<file path="src/tmr16_pkg.sv">
// Register map, field positions and shared types of the 16-bit timer
package tmr16_pkg;

  localparam logic [11:0] ADDR_CTRL_A = 12'h000;
  localparam logic [11:0] ADDR_CTRL_B = 12'h004;
  localparam logic [11:0] ADDR_CTRL_C = 12'h008;
  localparam logic [11:0] ADDR_CNT_L = 12'h00C;
  localparam logic [11:0] ADDR_CNT_H = 12'h010;
  localparam logic [11:0] ADDR_CMPA_L = 12'h014;
  localparam logic [11:0] ADDR_CMPA_H = 12'h018;
  localparam logic [11:0] ADDR_CMPB_L = 12'h01C;
  localparam logic [11:0] ADDR_CMPB_H = 12'h020;
  localparam logic [11:0] ADDR_CAP_L = 12'h024;
  localparam logic [11:0] ADDR_CAP_H = 12'h028;
  localparam logic [11:0] ADDR_MASK = 12'h02C;
  localparam logic [11:0] ADDR_FLAGS = 12'h030;
  localparam logic [11:0] ADDR_GLOBAL = 12'h034;
  localparam logic [11:0] ADDR_ACK = 12'h038;

  localparam int B_FILT = 7;
  localparam int B_EDGE = 6;
  localparam int B_ACOMP = 7;
  localparam int B_FOCA = 7;
  localparam int B_FOCB = 6;
  localparam int B_CAP = 5;
  localparam int B_CMPB = 2;
  localparam int B_CMPA = 1;
  localparam int B_OVF = 0;

  localparam logic [7:0] RST_BYTE = 8'h00;
  localparam logic [7:0] CTRL_B_MASK = 8'hDF;
  localparam logic [7:0] IRQ_BITS = 8'h27;
  localparam logic [15:0] RST_WORD = 16'h0000;
  localparam logic [15:0] MAX_VAL = 16'hFFFF;
  localparam logic [3:0] FILT_SAMPLES = 4'h4;

  localparam logic [9:0] DIV_8 = 10'h007;
  localparam logic [9:0] DIV_64 = 10'h03F;
  localparam logic [9:0] DIV_256 = 10'h0FF;
  localparam logic [9:0] DIV_1024 = 10'h3FF;

  typedef struct packed {
    logic cap;
    logic cmpb;
    logic cmpa;
    logic ovf;
  } tmr16_evt_s;

endpackage

</file>
<file path="src/tmr16_timer.sv">
// 16-bit timer/counter with capture, two compare units and APB registers
`timescale 1ns/10ps

//==================================================================
// Contract
// - Filter needs four equal successive samples before its output changes.
// - Edge select zero captures on falling edge, one on rising edge.
// - Capture copies counter into capture value and sets capture flag.
// - Capture as TOP disconnects pin and disables input capture.
// - Clock select maps stop, /1, /8, /64, /256, /1024, ext fall, rise.
// - External pin edges count even if the pin is an output.
// - Force strobes act only in non-PWM waveform modes.
// - Force strobe applies compare output mode to output immediately.
// - Force sets no flag, raises no interrupt, never clears counter.
// - Force strobe bits always read as zero.
// - One shared high-byte latch makes 16-bit accesses atomic.
// - Counter write blocks compare match on the next timer clock.
// - Compare registers compared continuously; match drives flag and pin.
// - Capture source selectable as analog comparator output.
// - Interrupt requested only when enable, global flag and flag set.
// - With capture value as TOP, capture flag sets at TOP.
// - Flags clear by vector acknowledge or by writing one.
// - Compare flags set in timer clock after the match.
// - Overflow flag sets at MAX, TOP or BOTTOM per waveform mode.
module tmr16_timer
  import tmr16_pkg::*;
(
  input wire logic clk,
  input wire logic rst_n,
  input wire logic psel,
  input wire logic penable,
  input wire logic pwrite,
  input wire logic [11:0] paddr,
  input wire logic [31:0] pwdata,
  output logic [31:0] prdata,
  output logic pready,
  output logic pslverr,
  input wire logic capture_input_pin,
  input wire logic analog_comp_out,
  input wire logic external_count_pin,
  output logic compare_output_pin_a,
  output logic compare_output_pin_b,
  output logic compare_oe_a,
  output logic compare_oe_b,
  output logic irq_capture,
  output logic irq_compare_a,
  output logic irq_compare_b,
  output logic irq_overflow
);

  //==================================================================
  // Registers
  logic [7:0] ctrl_a_r, ctrl_b_r, mask_r, hi_latch_r;
  logic [15:0] cnt_r, cmpa_r, cmpb_r, cap_r;
  logic [15:0] cmpa_buf_r, cmpb_buf_r;
  logic acomp_sel_r, gie_r;
  tmr16_evt_s flags_r;
  logic up_r, block_r;
  logic [9:0] pre_r;
  logic ext_d_r, cap_d_r, filt_out_r;
  logic [3:0] filt_cnt_r;
  logic oca_r, ocb_r;

  //==================================================================
  // Decode
  wire wr = psel && penable && pready && pwrite;
  wire [3:0] wgm = {ctrl_b_r[4:3], ctrl_a_r[1:0]};
  wire [2:0] cs = ctrl_b_r[2:0];
  wire [1:0] com_a = ctrl_a_r[7:6];
  wire [1:0] com_b = ctrl_a_r[5:4];

  function automatic logic is_pwm(input logic [3:0] m);
    is_pwm = !(m == 4'h0 || m == 4'h4 || m == 4'hC);
  endfunction

  function automatic logic [15:0] top_of(input logic [3:0] m,
      input logic [15:0] a, input logic [15:0] icr);
    case (m)
      4'h1, 4'h5: top_of = 16'h00FF;
      4'h2, 4'h6: top_of = 16'h01FF;
      4'h3, 4'h7: top_of = 16'h03FF;
      4'h4, 4'h9, 4'hB, 4'hF: top_of = a;
      4'h8, 4'hA, 4'hC, 4'hE: top_of = icr;
      default: top_of = MAX_VAL;
    endcase
  endfunction

  function automatic logic oc_next(input logic [1:0] com, input logic cur);
    case (com)
      2'h1: oc_next = !cur;
      2'h2: oc_next = 1'b0;
      2'h3: oc_next = 1'b1;
      default: oc_next = cur;
    endcase
  endfunction

  wire icr_top = (wgm == 4'h8 || wgm == 4'hA || wgm == 4'hC ||
                  wgm == 4'hE);
  wire pwm = is_pwm(wgm);
  wire dual = (wgm >= 4'h1 && wgm <= 4'h3) || (wgm >= 4'h8 && wgm <= 4'hB);
  wire fast = (wgm >= 4'h5 && wgm <= 4'h7) || wgm == 4'hE || wgm == 4'hF;
  wire clear_on_match_mode = (wgm == 4'h4 || wgm == 4'hC);
  wire [15:0] top = top_of(wgm, cmpa_r, cap_r);

  // Clock select and prescaler taps
  wire ext_rise = external_count_pin && !ext_d_r;
  wire ext_fall = !external_count_pin && ext_d_r;
  logic tick;
  always_comb
  begin
    case (cs)
      3'h1: tick = 1'b1;
      3'h2: tick = (pre_r[2:0] == DIV_8[2:0]);
      3'h3: tick = (pre_r[5:0] == DIV_64[5:0]);
      3'h4: tick = (pre_r[7:0] == DIV_256[7:0]);
      3'h5: tick = (pre_r == DIV_1024);
      3'h6: tick = ext_fall;
      3'h7: tick = ext_rise;
      default: tick = 1'b0;
    endcase
  end

  // Capture source, filter and edge
  wire cap_src = acomp_sel_r ? analog_comp_out : capture_input_pin;
  wire cap_in = ctrl_b_r[B_FILT] ? filt_out_r : cap_src;
  wire cap_edge = ctrl_b_r[B_EDGE] ? (cap_in && !cap_d_r)
                                   : (!cap_in && cap_d_r);
  wire cap_evt = cap_edge && !icr_top;

  // Counter sequencing
  wire at_top = (cnt_r == top);
  wire at_bot = (cnt_r == RST_WORD);
  wire wr_cnt_l = wr && paddr == ADDR_CNT_L;
  wire match_a = (cnt_r == cmpa_r) && !block_r;
  wire match_b = (cnt_r == cmpb_r) && !block_r;
  wire going_up = dual ? (up_r ? !at_top : at_bot) : 1'b1;
  logic [15:0] cnt_step;
  always_comb
  begin
    if (!dual && (at_top || (clear_on_match_mode && at_top)) && wgm != 4'h0)
      cnt_step = RST_WORD;
    else if (going_up)
      cnt_step = cnt_r + 16'h0001;
    else
      cnt_step = cnt_r - 16'h0001;
  end

  // Overflow point per waveform mode
  wire ovf_evt = tick && (pwm ? (fast ? at_top : at_bot && !up_r)
                              : cnt_r == MAX_VAL);
  wire captop_evt = tick && icr_top && at_top;

  wire [7:0] wbyte = pwdata[7:0];
  wire wr_flags = wr && paddr == ADDR_FLAGS;
  wire wr_ack = wr && paddr == ADDR_ACK;
  wire [3:0] clr = (wr_flags ? {wbyte[B_CAP], wbyte[B_CMPB], wbyte[B_CMPA],
                                wbyte[B_OVF]} : 4'h0)
                 | (wr_ack ? {wbyte[B_CAP], wbyte[B_CMPB], wbyte[B_CMPA],
                              wbyte[B_OVF]} : 4'h0);
  wire [3:0] setf = {cap_evt || captop_evt, tick && match_b,
                     tick && match_a, ovf_evt};
  wire [3:0] flags_nxt = setf | (flags_r & ~clr);
  wire force_ok = wr && paddr == ADDR_CTRL_C && !pwm;

  logic [7:0] rdata;
  always_comb
  begin
    case (paddr)
      ADDR_CTRL_A: rdata = ctrl_a_r;
      ADDR_CTRL_B: rdata = ctrl_b_r;
      ADDR_CTRL_C: rdata = RST_BYTE;
      ADDR_CNT_L: rdata = cnt_r[7:0];
      ADDR_CNT_H: rdata = hi_latch_r;
      ADDR_CMPA_L: rdata = cmpa_buf_r[7:0];
      ADDR_CMPA_H: rdata = hi_latch_r;
      ADDR_CMPB_L: rdata = cmpb_buf_r[7:0];
      ADDR_CMPB_H: rdata = hi_latch_r;
      ADDR_CAP_L: rdata = cap_r[7:0];
      ADDR_CAP_H: rdata = hi_latch_r;
      ADDR_MASK: rdata = mask_r & IRQ_BITS;
      ADDR_FLAGS: rdata = {2'h0, flags_r.cap, 2'h0, flags_r.cmpb,
                           flags_r.cmpa, flags_r.ovf};
      ADDR_GLOBAL: rdata = {acomp_sel_r, 6'h00, gie_r};
      default: rdata = RST_BYTE;
    endcase
  end
  wire bad_addr = paddr > ADDR_ACK || paddr[1:0] != 2'h0;

  //==================================================================
  // Bus slave
  always_ff @(posedge clk)
  begin
    if (!rst_n)
    begin
      prdata <= 32'h0000_0000;
      pready <= 1'b0;
      pslverr <= 1'b0;
    end
    else
    begin
      pready <= psel && !penable;
      pslverr <= psel && !penable && bad_addr;
      prdata <= {24'h00_0000, rdata};
    end
  end

  //==================================================================
  // Control and 16-bit register access
  wire acc = psel && penable && pready;
  always_ff @(posedge clk)
  begin
    if (!rst_n)
    begin
      ctrl_a_r <= RST_BYTE;
      ctrl_b_r <= RST_BYTE;
      mask_r <= RST_BYTE;
      gie_r <= 1'b0;
      acomp_sel_r <= 1'b0;
      hi_latch_r <= RST_BYTE;
      cmpa_buf_r <= RST_WORD;
      cmpb_buf_r <= RST_WORD;
    end
    else if (acc && pwrite)
    begin
      case (paddr)
        ADDR_CTRL_A: ctrl_a_r <= wbyte;
        ADDR_CTRL_B: ctrl_b_r <= wbyte & CTRL_B_MASK;
        ADDR_MASK: mask_r <= wbyte & IRQ_BITS;
        ADDR_GLOBAL:
        begin
          gie_r <= wbyte[0];
          acomp_sel_r <= wbyte[B_ACOMP];
        end
        ADDR_CNT_H, ADDR_CMPA_H, ADDR_CMPB_H, ADDR_CAP_H:
          hi_latch_r <= wbyte;
        ADDR_CMPA_L: cmpa_buf_r <= {hi_latch_r, wbyte};
        ADDR_CMPB_L: cmpb_buf_r <= {hi_latch_r, wbyte};
        default: hi_latch_r <= hi_latch_r;
      endcase
    end
    else if (acc && !pwrite)
    begin
      case (paddr)
        ADDR_CNT_L: hi_latch_r <= cnt_r[15:8];
        ADDR_CAP_L: hi_latch_r <= cap_r[15:8];
        ADDR_CMPA_L: hi_latch_r <= cmpa_buf_r[15:8];
        ADDR_CMPB_L: hi_latch_r <= cmpb_buf_r[15:8];
        default: hi_latch_r <= hi_latch_r;
      endcase
    end
  end

  //==================================================================
  // Counter, compare, capture
  wire upd_cmp = !pwm ||
                 (tick && ((fast || wgm[3:1] == 3'h4) ? at_bot : at_top));
  always_ff @(posedge clk)
  begin
    if (!rst_n)
    begin
      cnt_r <= RST_WORD;
      cmpa_r <= RST_WORD;
      cmpb_r <= RST_WORD;
      cap_r <= RST_WORD;
      up_r <= 1'b1;
      block_r <= 1'b0;
      pre_r <= 10'h000;
      ext_d_r <= 1'b0;
      cap_d_r <= 1'b0;
      flags_r <= '0;
    end
    else
    begin
      pre_r <= (cs == 3'h0) ? 10'h000 : pre_r + 10'h001;
      ext_d_r <= external_count_pin;
      cap_d_r <= cap_in;
      flags_r <= flags_nxt; // set wins over clear
      if (upd_cmp)
      begin
        cmpa_r <= cmpa_buf_r;
        cmpb_r <= cmpb_buf_r;
      end
      if (acc && pwrite && paddr == ADDR_CNT_L)
      begin
        cnt_r <= {hi_latch_r, wbyte};
        block_r <= 1'b1;
      end
      else if (tick)
      begin
        cnt_r <= cnt_step;
        block_r <= 1'b0;
        if (dual)
          up_r <= going_up;
      end
      if (acc && pwrite && paddr == ADDR_CAP_L)
        cap_r <= {hi_latch_r, wbyte};
      else if (cap_evt)
        cap_r <= cnt_r;
    end
  end

  // Noise filter: four equal samples before output follows
  always_ff @(posedge clk)
  begin
    if (!rst_n)
    begin
      filt_cnt_r <= 4'h0;
      filt_out_r <= 1'b0;
    end
    else if (cap_src == filt_out_r)
      filt_cnt_r <= 4'h0;
    else if (filt_cnt_r == FILT_SAMPLES - 4'h1)
    begin
      filt_out_r <= cap_src;
      filt_cnt_r <= 4'h0;
    end
    else
      filt_cnt_r <= filt_cnt_r + 4'h1;
  end

  //==================================================================
  // Waveform outputs and interrupt requests
  wire fa = force_ok && wbyte[B_FOCA] && acc;
  wire fb = force_ok && wbyte[B_FOCB] && acc;
  always_ff @(posedge clk)
  begin
    if (!rst_n)
    begin
      oca_r <= 1'b0;
      ocb_r <= 1'b0;
      compare_oe_a <= 1'b0;
      compare_oe_b <= 1'b0;
      irq_capture <= 1'b0;
      irq_compare_a <= 1'b0;
      irq_compare_b <= 1'b0;
      irq_overflow <= 1'b0;
    end
    else
    begin
      compare_oe_a <= com_a != 2'h0;
      compare_oe_b <= com_b != 2'h0;
      if (fa || (tick && match_a))
        oca_r <= oc_next(com_a, oca_r);
      if (fb || (tick && match_b))
        ocb_r <= oc_next(com_b, ocb_r);
      irq_capture <= gie_r && mask_r[B_CAP] && flags_nxt[3];
      irq_compare_b <= gie_r && mask_r[B_CMPB] && flags_nxt[2];
      irq_compare_a <= gie_r && mask_r[B_CMPA] && flags_nxt[1];
      irq_overflow <= gie_r && mask_r[B_OVF] && flags_nxt[0];
    end
  end
  assign compare_output_pin_a = oca_r;
  assign compare_output_pin_b = ocb_r;

  //==================================================================
  // Checks
  chk_capture_copy: assert property (@(posedge clk)
    disable iff (!rst_n)
    cap_evt && !(acc && pwrite && paddr == ADDR_CAP_L)
    |=> cap_r == $past(cnt_r) && flags_r.cap)
    else $error("capture did not copy counter");
  chk_force_read: assert property (@(posedge clk)
    disable iff (!rst_n)
    pready && !pwrite && paddr == ADDR_CTRL_C |-> prdata == 32'h0000_0000)
    else $error("force bits read nonzero");
  chk_irq_gate: assert property (@(posedge clk)
    disable iff (!rst_n)
    irq_overflow |-> $past(gie_r) && $past(mask_r[B_OVF]))
    else $error("overflow irq without enable");
  chk_cnt_block: assert property (@(posedge clk)
    disable iff (!rst_n)
    acc && pwrite && paddr == ADDR_CNT_L |=> !match_a && !match_b)
    else $error("match after counter write");
  chk_cmp_flag: assert property (@(posedge clk)
    disable iff (!rst_n)
    tick && match_a |=> flags_r.cmpa)
    else $error("compare flag A not set");
  chk_flag_clear: assert property (@(posedge clk)
    disable iff (!rst_n)
    wr_flags && wbyte[B_OVF] && !ovf_evt |=> !flags_r.ovf)
    else $error("overflow flag not cleared");
  chk_cap_disc: assert property (@(posedge clk)
    disable iff (!rst_n)
    icr_top && !(acc && pwrite && paddr == ADDR_CAP_L) |=> $stable(cap_r))
    else $error("capture active while capture is TOP");
  chk_ctrlb_rsv: assert property (@(posedge clk)
    disable iff (!rst_n)
    !ctrl_b_r[5])
    else $error("reserved bit stored");
  chk_stop_hold: assert property (@(posedge clk)
    disable iff (!rst_n)
    cs == 3'h0 && !wr_cnt_l |=> $stable(cnt_r))
    else $error("counter moved while stopped");

endmodule

</file>
<file path="config.mk">
export PLATFORM = sky130hd
export DESIGN_NAME = tmr16_timer
export DESIGN_NICKNAME = d
export VERILOG_FILES = /design/src/tmr16_pkg.sv /design/src/tmr16_timer.sv
export SDC_FILE = /design/constraint.sdc
export NUM_CORES = 1
export LEC_CHECK = 0
export BUFFER_PORTS_ARGS = -buffer_cell sky130_fd_sc_hd__buf_2
export CORE_ASPECT_RATIO = 0.9
export CORE_MARGIN = 2
export CORE_UTILIZATION = 62
export CTS_BUF_LIST = sky130_fd_sc_hd__clkbuf_4
export DETAILED_ROUTE_END_ITERATION = 10
export PLACE_DENSITY = 0.81
export SKIP_CTS_REPAIR_TIMING = 1
export SYNTH_ARGS = -nofsm -noshare
export SYNTH_HDL_FRONTEND = slang
export SYNTH_SLANG_ARGS = --single-unit
</file>
<file path="constraint.sdc">
create_clock -name clk -period 5.9 [get_ports clk]
set_clock_uncertainty 0.05 [all_clocks]
set_input_delay 0.59 -clock clk [delete_from_list [all_inputs] [get_ports clk]]
set_output_delay 0.59 -clock clk [all_outputs]
set_load 0.01 [all_outputs]
</file>
==> results.json, run 1 <==
{
  "slew_headroom_pct": 17.01,
  "max_freq_mhz": 192.3,
  "p_switching_w": 0.0005084,
  "drc": 0,
  "vias": 8398,
  "drive_above_1_share_pct": 11.04,
  "wl_per_cell_um": 19.99,
  "drv_cap": 0,
  "fin_nets": 1181,
  "peakVddDrop_mv": 0.1802,
  "initial_core_util_pct": 63.15,
  "start_kind": "flop",
  "total_power_w": 0.001829,
  "layout_worst_path_cycle_share_pct": 88.15,
  "synth_cell_types": 71,
  "io_buffers": 45,
  "drt-initial-drc-count": 1281,
  "cts_tree": "yes",
  "outcome": "complete, no violations",
  "r2r-start": "ctrl_b_r[3]$_SDFFE_PN0P_",
  "grt-ovfl-total": 0,
  "yosys_warnings": 0,
  "routabilityCongestion": 0.9711,
  "seqCellArea_mm2": 0.003323,
  "syn_area_mm2": 0.009225,
  "finalSetupTns_ns": 0,
  "worstHoldStart": "penable",
  "cp_max_fo": 17,
  "cts_max_level": 4,
  "synth_edf_count": 0,
  "drt_first_pass_iters": 7,
  "ys_async_sr_fraction_pct": 0,
  "synth_top_area_cell": "dfxtp_1",
  "cts.sinks": 166,
  "grt_pass1_wl_mm": 41.66,
  "worst_pin_slew_ns": 1.234,
  "combPwrFrac_pct": 4.4,
  "rows": 42,
  "ys_ff_latch": 166,
  "clkLatencyLatePin_ns": 0.59,
  "timing_hold_violations_final": 0,
  "multi_input_area_mm2": 0.005358,
  "synth_area_leaders": "dfxtp_1, mux2i_1, nor2_1, nand2_1, a21oi_1",
  "clk_pin_slew_ns": 0.14,
  "fillers": 1257,
  "internal-power_w": 0.001321,
  "p_clk_share_pct": 34.0,
  "maxSlewViolCount": 0,
  "die_area_mm2": 0.01587,
  "p_leak_nw": 3.952,
  "power_density_mw_per_mm2": 189.6,
  "antenna_left": 0,
  "finalSetupViolCount": 0,
  "n_antenna_cell": 0,
  "wirelength_mm": 26.41,
  "ios": 94,
  "cp.arrival_ns": 5.68,
  "cts_buffers": 17,
  "die_y_um": 119.7,
  "crit_start": "ctrl_b_r[3]$_SDFFE_PN0P_",
  "cts.path.max_buffers": 2,
  "hp-class": "in2reg",
  "coreArea_mm2": 0.01461,
  "grt_pass1_vias": 7512,
  "dp_hpwl_mm": 18.31,
  "grt_max_degree": 75,
  "cts_root_buffer": "clkbuf_4",
  "swShare_pct": 27.79,
  "synth_top_area_share_pct": 36.02,
  "antenna_found_initial": 0,
  "rsz0062_at_grt": "no",
  "grt_usage_pct": 33.52,
  "viasPerCell": 6.357,
  "crit_type": "reg2reg",
  "required_ns": 6.38,
  "area_delta_synth_final_pct": 4.598,
  "syn_inst": 1111,
  "ys_seq_area_share_pct": 36.02,
  "die_x_um": 132.6,
  "p_seq_share_pct": 61.6,
  "ys.flop_type": "dfxtp_1",
  "period_needed_ns": 5.201,
  "critPathCaptureType": "flop",
  "avgSynthCellArea_um2": 8.303
}
[Yosys cell counts, drive strengths merged (6+ instances only)]
cell and instances:
a211o 9, a211oi 20, a21oi 67, a221oi 14
a222oi 12, a22oi 13, a31oi 18, and3 11
buf 46, clkbuf 63, dfxtp 166, ha 17
inv 22, mux2 7, mux2i 102, nand2 105
nand2b 8, nand3 36, nand4 11, nor2 152
nor2b 9, nor3 22, nor3b 6, nor4 19
o21ai 40, o2bb2ai 8, or3 7, xnor2 14
xor2 36
[worst max-delay path, cell delays in order (launching register included)]
cell and delay, ns:
dfxtp_1 0.72, nor2b_1 0.35, buf_4 0.30, o2bb2ai_1 0.16, mux2i_1 0.09, a22oi_1 0.29
and3_1 0.22, nand3_2 0.13, a211oi_2 0.24, buf_4 0.25, ha_1 0.26, a21oi_1 0.20
o211ai_1 0.17, o221ai_1 0.36, o21ai_0 0.25, a21o_1 0.22, a21oi_1 0.23, nand2_1 0.08
or4b_1 0.48, nand3_1 0.09
[final cells by class]
class	instances	area share [%]
Tap cell	198	2.567
Inverter	22	0.8817
Sequential cell	166	34.44
Clock inverter	14	1.219
Timing Repair Buffer	67	4.046
Multi-Input combinational cell	837	55.52
Clock buffer	17	1.323
[cell families (layout without fill, tap and decap cells)]
logic type,after synthesis,count (layout),share of synthesized area [%]
AO/OA/AOI/OAI,235,235,17.18
multiplexers,109,109,11.92
adder cells (fa/ha/maj),18,18,2.523
XOR/XNOR,50,50,4.747
AND/OR/NAND/NOR,401,401,20.47
other,1,24,0.04065
flip-flops,166,166,36.02
buffers and inverters,131,120,7.093
[sequential cells by signal (all words and copies together), names as in the netlist, 4 cells and up]
| signal | flops |
|---|---|
| flags_r | 4 |
| cnt_r | 16 |
| cmpb_r | 16 |
| cap_r | 16 |
| prdata | 8 |
| cmpa_buf_r | 16 |
| ctrl_b_r | 7 |
| ctrl_a_r | 8 |
| filt_cnt_r | 4 |
| cmpa_r | 16 |
| pre_r | 10 |
| mask_r | 4 |
| hi_latch_r | 8 |
| cmpb_buf_r | 16 |
[cells in the final DEF, fill, tap and decap left out, types with 10 or more instances in the layout]
cell type,n
a211oi_1,17
a21oi_1,66
a221oi_1,14
a222oi_1,12
a22oi_1,13
a31oi_1,18
and3_1,11
buf_2,45
buf_4,22
clkbuf_4,17
conb_1,24
dfxtp_1,166
ha_1,17
inv_1,20
mux2i_1,102
nand2_1,105
nand3_1,35
nand4_1,10
nor2_1,151
nor3_1,19
nor4_1,17
o21ai_0,37
xnor2_1,14
xor2_1,36
[power by group through the flow]
| stage | Sequential [W] | Combinational [W] | Clock [W] |
|---|---|---|---|
| after floorplan | 0.00115 | 0.0000607 | 0 |
| after global placement | 0.00115 | 0.0000765 | 0 |
| after detailed placement | 0.00115 | 0.0000774 | 0 |
| after CTS | 0.00113 | 0.0000774 | 0.000628 |
| after global routing | 0.00113 | 0.0000842 | 0.000676 |
| final | 0.00113 | 0.0000802 | 0.000621 |
[through the flow]
| step | cell area [µm²] | hold WS (ns) | cells | util [%] | worst slack, ns |
|---|---|---|---|---|---|
| after floorplan | 9311 | 0.3675 | 1134 | - | 0.9288 |
| after global placement | 9404 | 0.3808 | 1290 | 64.37 | 0.8554 |
| after detailed placement | 9404 | 0.3920 | 1290 | 64.37 | 0.8284 |
| after CTS | 9649 | 0.1189 | 1321 | 66.05 | 0.7737 |
| after global routing | 9649 | 0.1243 | 1321 | 66.05 | 0.2385 |
| final | 9649 | 0.1572 | 1321 | 66.05 | 0.6994 |
[final timing paths]
path                                   end  slack (ns)  cells past startpoint
setup reg to reg    cnt_r[15]$_SDFFE_PN0P_        0.70                     19
hold / removal           pready$_SDFF_PN0_        0.16                      2
hold reg to reg   filt_cnt_r[0]$_SDFF_PP0_        0.42                      1
setup / recovery    cnt_r[15]$_SDFFE_PN0P_        0.70                     19
[metal layers]
layer  track usage [%]  vias up  wire length (µm)
met5                 0        -                 0
met4             12.23        0               865
met3             7.858       70              3052
met2             49.06      454             11280
met1             48.11     3944             11220
li1                  -     3930                 -
(Power assumes the default switching activity.)
==> run 2, diff against run 1 <==
==> config.mk (replaced) <==
export PLATFORM = sky130hd
export DESIGN_NAME = tmr16_timer
export DESIGN_NICKNAME = d
export VERILOG_FILES = /design/src/tmr16_pkg.sv /design/src/tmr16_timer.sv
export SDC_FILE = /design/constraint.sdc
export NUM_CORES = 1
export LEC_CHECK = 0
export CORE_ASPECT_RATIO = 0.9
export CORE_MARGIN = 3
export CORE_UTILIZATION = 63
export CTS_BUF_LIST = sky130_fd_sc_hd__clkbuf_4
export DETAILED_ROUTE_END_ITERATION = 10
export DONT_BUFFER_PORTS = 1
export PLACE_DENSITY = 0.77
export SYNTH_ARGS = -nofsm -noshare
export SYNTH_HDL_FRONTEND = slang
export SYNTH_SLANG_ARGS = --single-unit
==> results.json, run 2 (synthesis gave the netlist of run 1 again) <==
{
  "cp.arrival_ns": 5.94,
  "power_density_mw_per_mm2": 205.5,
  "dp_hpwl_mm": 18.07,
  "required_ns": 6.40,
  "wl_per_cell_um": 20.68,
  "period_needed_ns": 5.445,
  "grt_max_degree": 83,
  "worst_pin_slew_ns": 1.297,
  "finalSetupTns_ns": 0,
  "worstHoldStart": "external_count_pin",
  "clkLatencyLatePin_ns": 0.61,
  "drc": 0,
  "antenna_left": 0,
  "grt_pass1_wl_mm": 41.51,
  "maxSlewViolCount": 0,
  "crit_type": "reg2reg",
  "holdPathEnd": "ext_d_r$_SDFF_PN0_",
  "antenna_found_initial": 1,
  "cts_tree": "yes",
  "wirelength_mm": 26.43,
  "critPathCaptureType": "flop",
  "die_x_um": 133.6,
  "slew_headroom_pct": 11.32,
  "clk_pin_slew_ns": 0.15,
  "fin_ws_ns": 0.4554,
  "start_kind": "flop",
  "io_buffers": 0,
  "cts.path.max_buffers": 2,
  "fin_hold_ws_ns": 0.04396,
  "p_leak_nw": 3.826,
  "reg2reg_slack_ns": 0.46,
  "cts_max_level": 4,
  "r2r-end": "cnt_r[15]$_SDFFE_PN0P_",
  "whs_path_depth": 1,
  "drt-initial-drc-count": 1092,
  "grt_pass1_vias": 7562,
  "die_area_mm2": 0.01613,
  "place_ws_ns": 0.7279,
  "cts_buffers": 17,
  "cts.sinks": 166,
  "drt_first_pass_iters": 7,
  "routabilityCongestion": 0.9883,
  "initial_core_util_pct": 65.16,
  "grt_usage_pct": 32.97,
  "cp_max_fo": 15,
  "fillers": 1213,
  "finalSetupViolCount": 0,
  "rows": 41,
  "die_y_um": 120.8,
  "rsz0062_at_grt": "no",
  "rr_worst_depth": 18,
  "ios": 94,
  "area_delta_synth_final_pct": 3.608,
  "grt-ovfl-total": 0,
  "fin_nets": 1141,
  "viasPerCell": 6.399,
  "r2r-start": "cmpa_r[7]$_SDFFE_PN0P_",
  "max_freq_mhz": 183.7,
  "total_power_w": 0.001964,
  "layout_worst_path_cycle_share_pct": 92.28,
  "coreArea_mm2": 0.01416,
  "cts_root_buffer": "clkbuf_4",
  "drv_cap": 0,
  "timing_hold_violations_final": 0,
  "peakVddDrop_mv": 0.1684,
  "hp-class": "in2reg",
  "final_common_cell": "dfxtp_1",
  "vias": 8178,
  "final_cell_mix": "dfxtp_1, nor2_1, nand2_1",
  "drive_above_1_share_pct": 7.841,
  "outcome": "complete, no violations"
}
==> run 2: metal layers <==
metal / GRT usage (%) / share of wire (%)
met5: 0 / 0
met3: 9.027 / 12
met4: 10.80 / 2.6
met2: 49.97 / 43
met1: 45.75 / 42
==> run 2: report_power, final <==
part	internal (W)	total, W	switching (W)
logic	0.0000131	0.0000461	0.0000330
clock network	0.000347	0.000789	0.000442
registers	0.00113	0.00113	0.00000354
==> run 2: final cells by class <==
type	instances	area, µm²	share of cell area [%]
diodes	1	2.502	0.02618
clock inverters	15	215.2	2.252
inverters	22	85.08	0.8902
repair buffers	27	205.2	2.147
multi-input cells	837	5358	56.05
clock buffers	17	127.6	1.335
flip-flops and latches	166	3323	34.77
well taps	193	241.5	2.527
==> run 2: critical path, stage by stage, from the launching register on <==
cell and delay [ns]:
dfxtp_1 0.52, nor2b_1 0.08, a2111oi_0 1.10, a31oi_1 0.20
a221oi_1 0.25, and3_1 0.22, nand3_2 0.15, a211oi_2 0.24
buf_4 0.26, ha_1 0.27, a21oi_1 0.19, o211ai_1 0.19
o221ai_1 0.34, o21ai_0 0.24, a21o_1 0.22, a21oi_1 0.23
nand2_1 0.08, or4b_1 0.47, nand3_1 0.10
==> run 2: stage by stage <==
step	instances	area [µm²]	util (%)
6_report	1278	9558	67.51
5_1_grt	1278	9558	67.51
4_1_cts	1277	9555	67.49
3_5_place_dp	1244	9203	65.00
3_3_place_gp	1244	9203	65.00
2_1_floorplan	1134	9311	-
==> run 2: how the worst max path moves through the flow <==
stage,from,end,cells past startpoint
floorplan,ctrl_b_r[4]$_SDFFE_PN0P_,cnt_r[15]$_SDFFE_PN0P_,19
global placement,cmpa_r[7]$_SDFFE_PN0P_,cnt_r[15]$_SDFFE_PN0P_,18
detailed placement,cmpa_r[7]$_SDFFE_PN0P_,cnt_r[15]$_SDFFE_PN0P_,18
CTS,cmpa_r[7]$_SDFFE_PN0P_,cnt_r[15]$_SDFFE_PN0P_,18
global route,cmpa_r[7]$_SDFFE_PN0P_,cnt_r[15]$_SDFFE_PN0P_,18
finish,cmpa_r[7]$_SDFFE_PN0P_,cnt_r[15]$_SDFFE_PN0P_,18
==> run 2: repair_timing <==
item,CTS,global route
hold buffers,1,0
hold endpoints to repair,1,0
gates resized for setup,0,0
buffers inserted,0,0
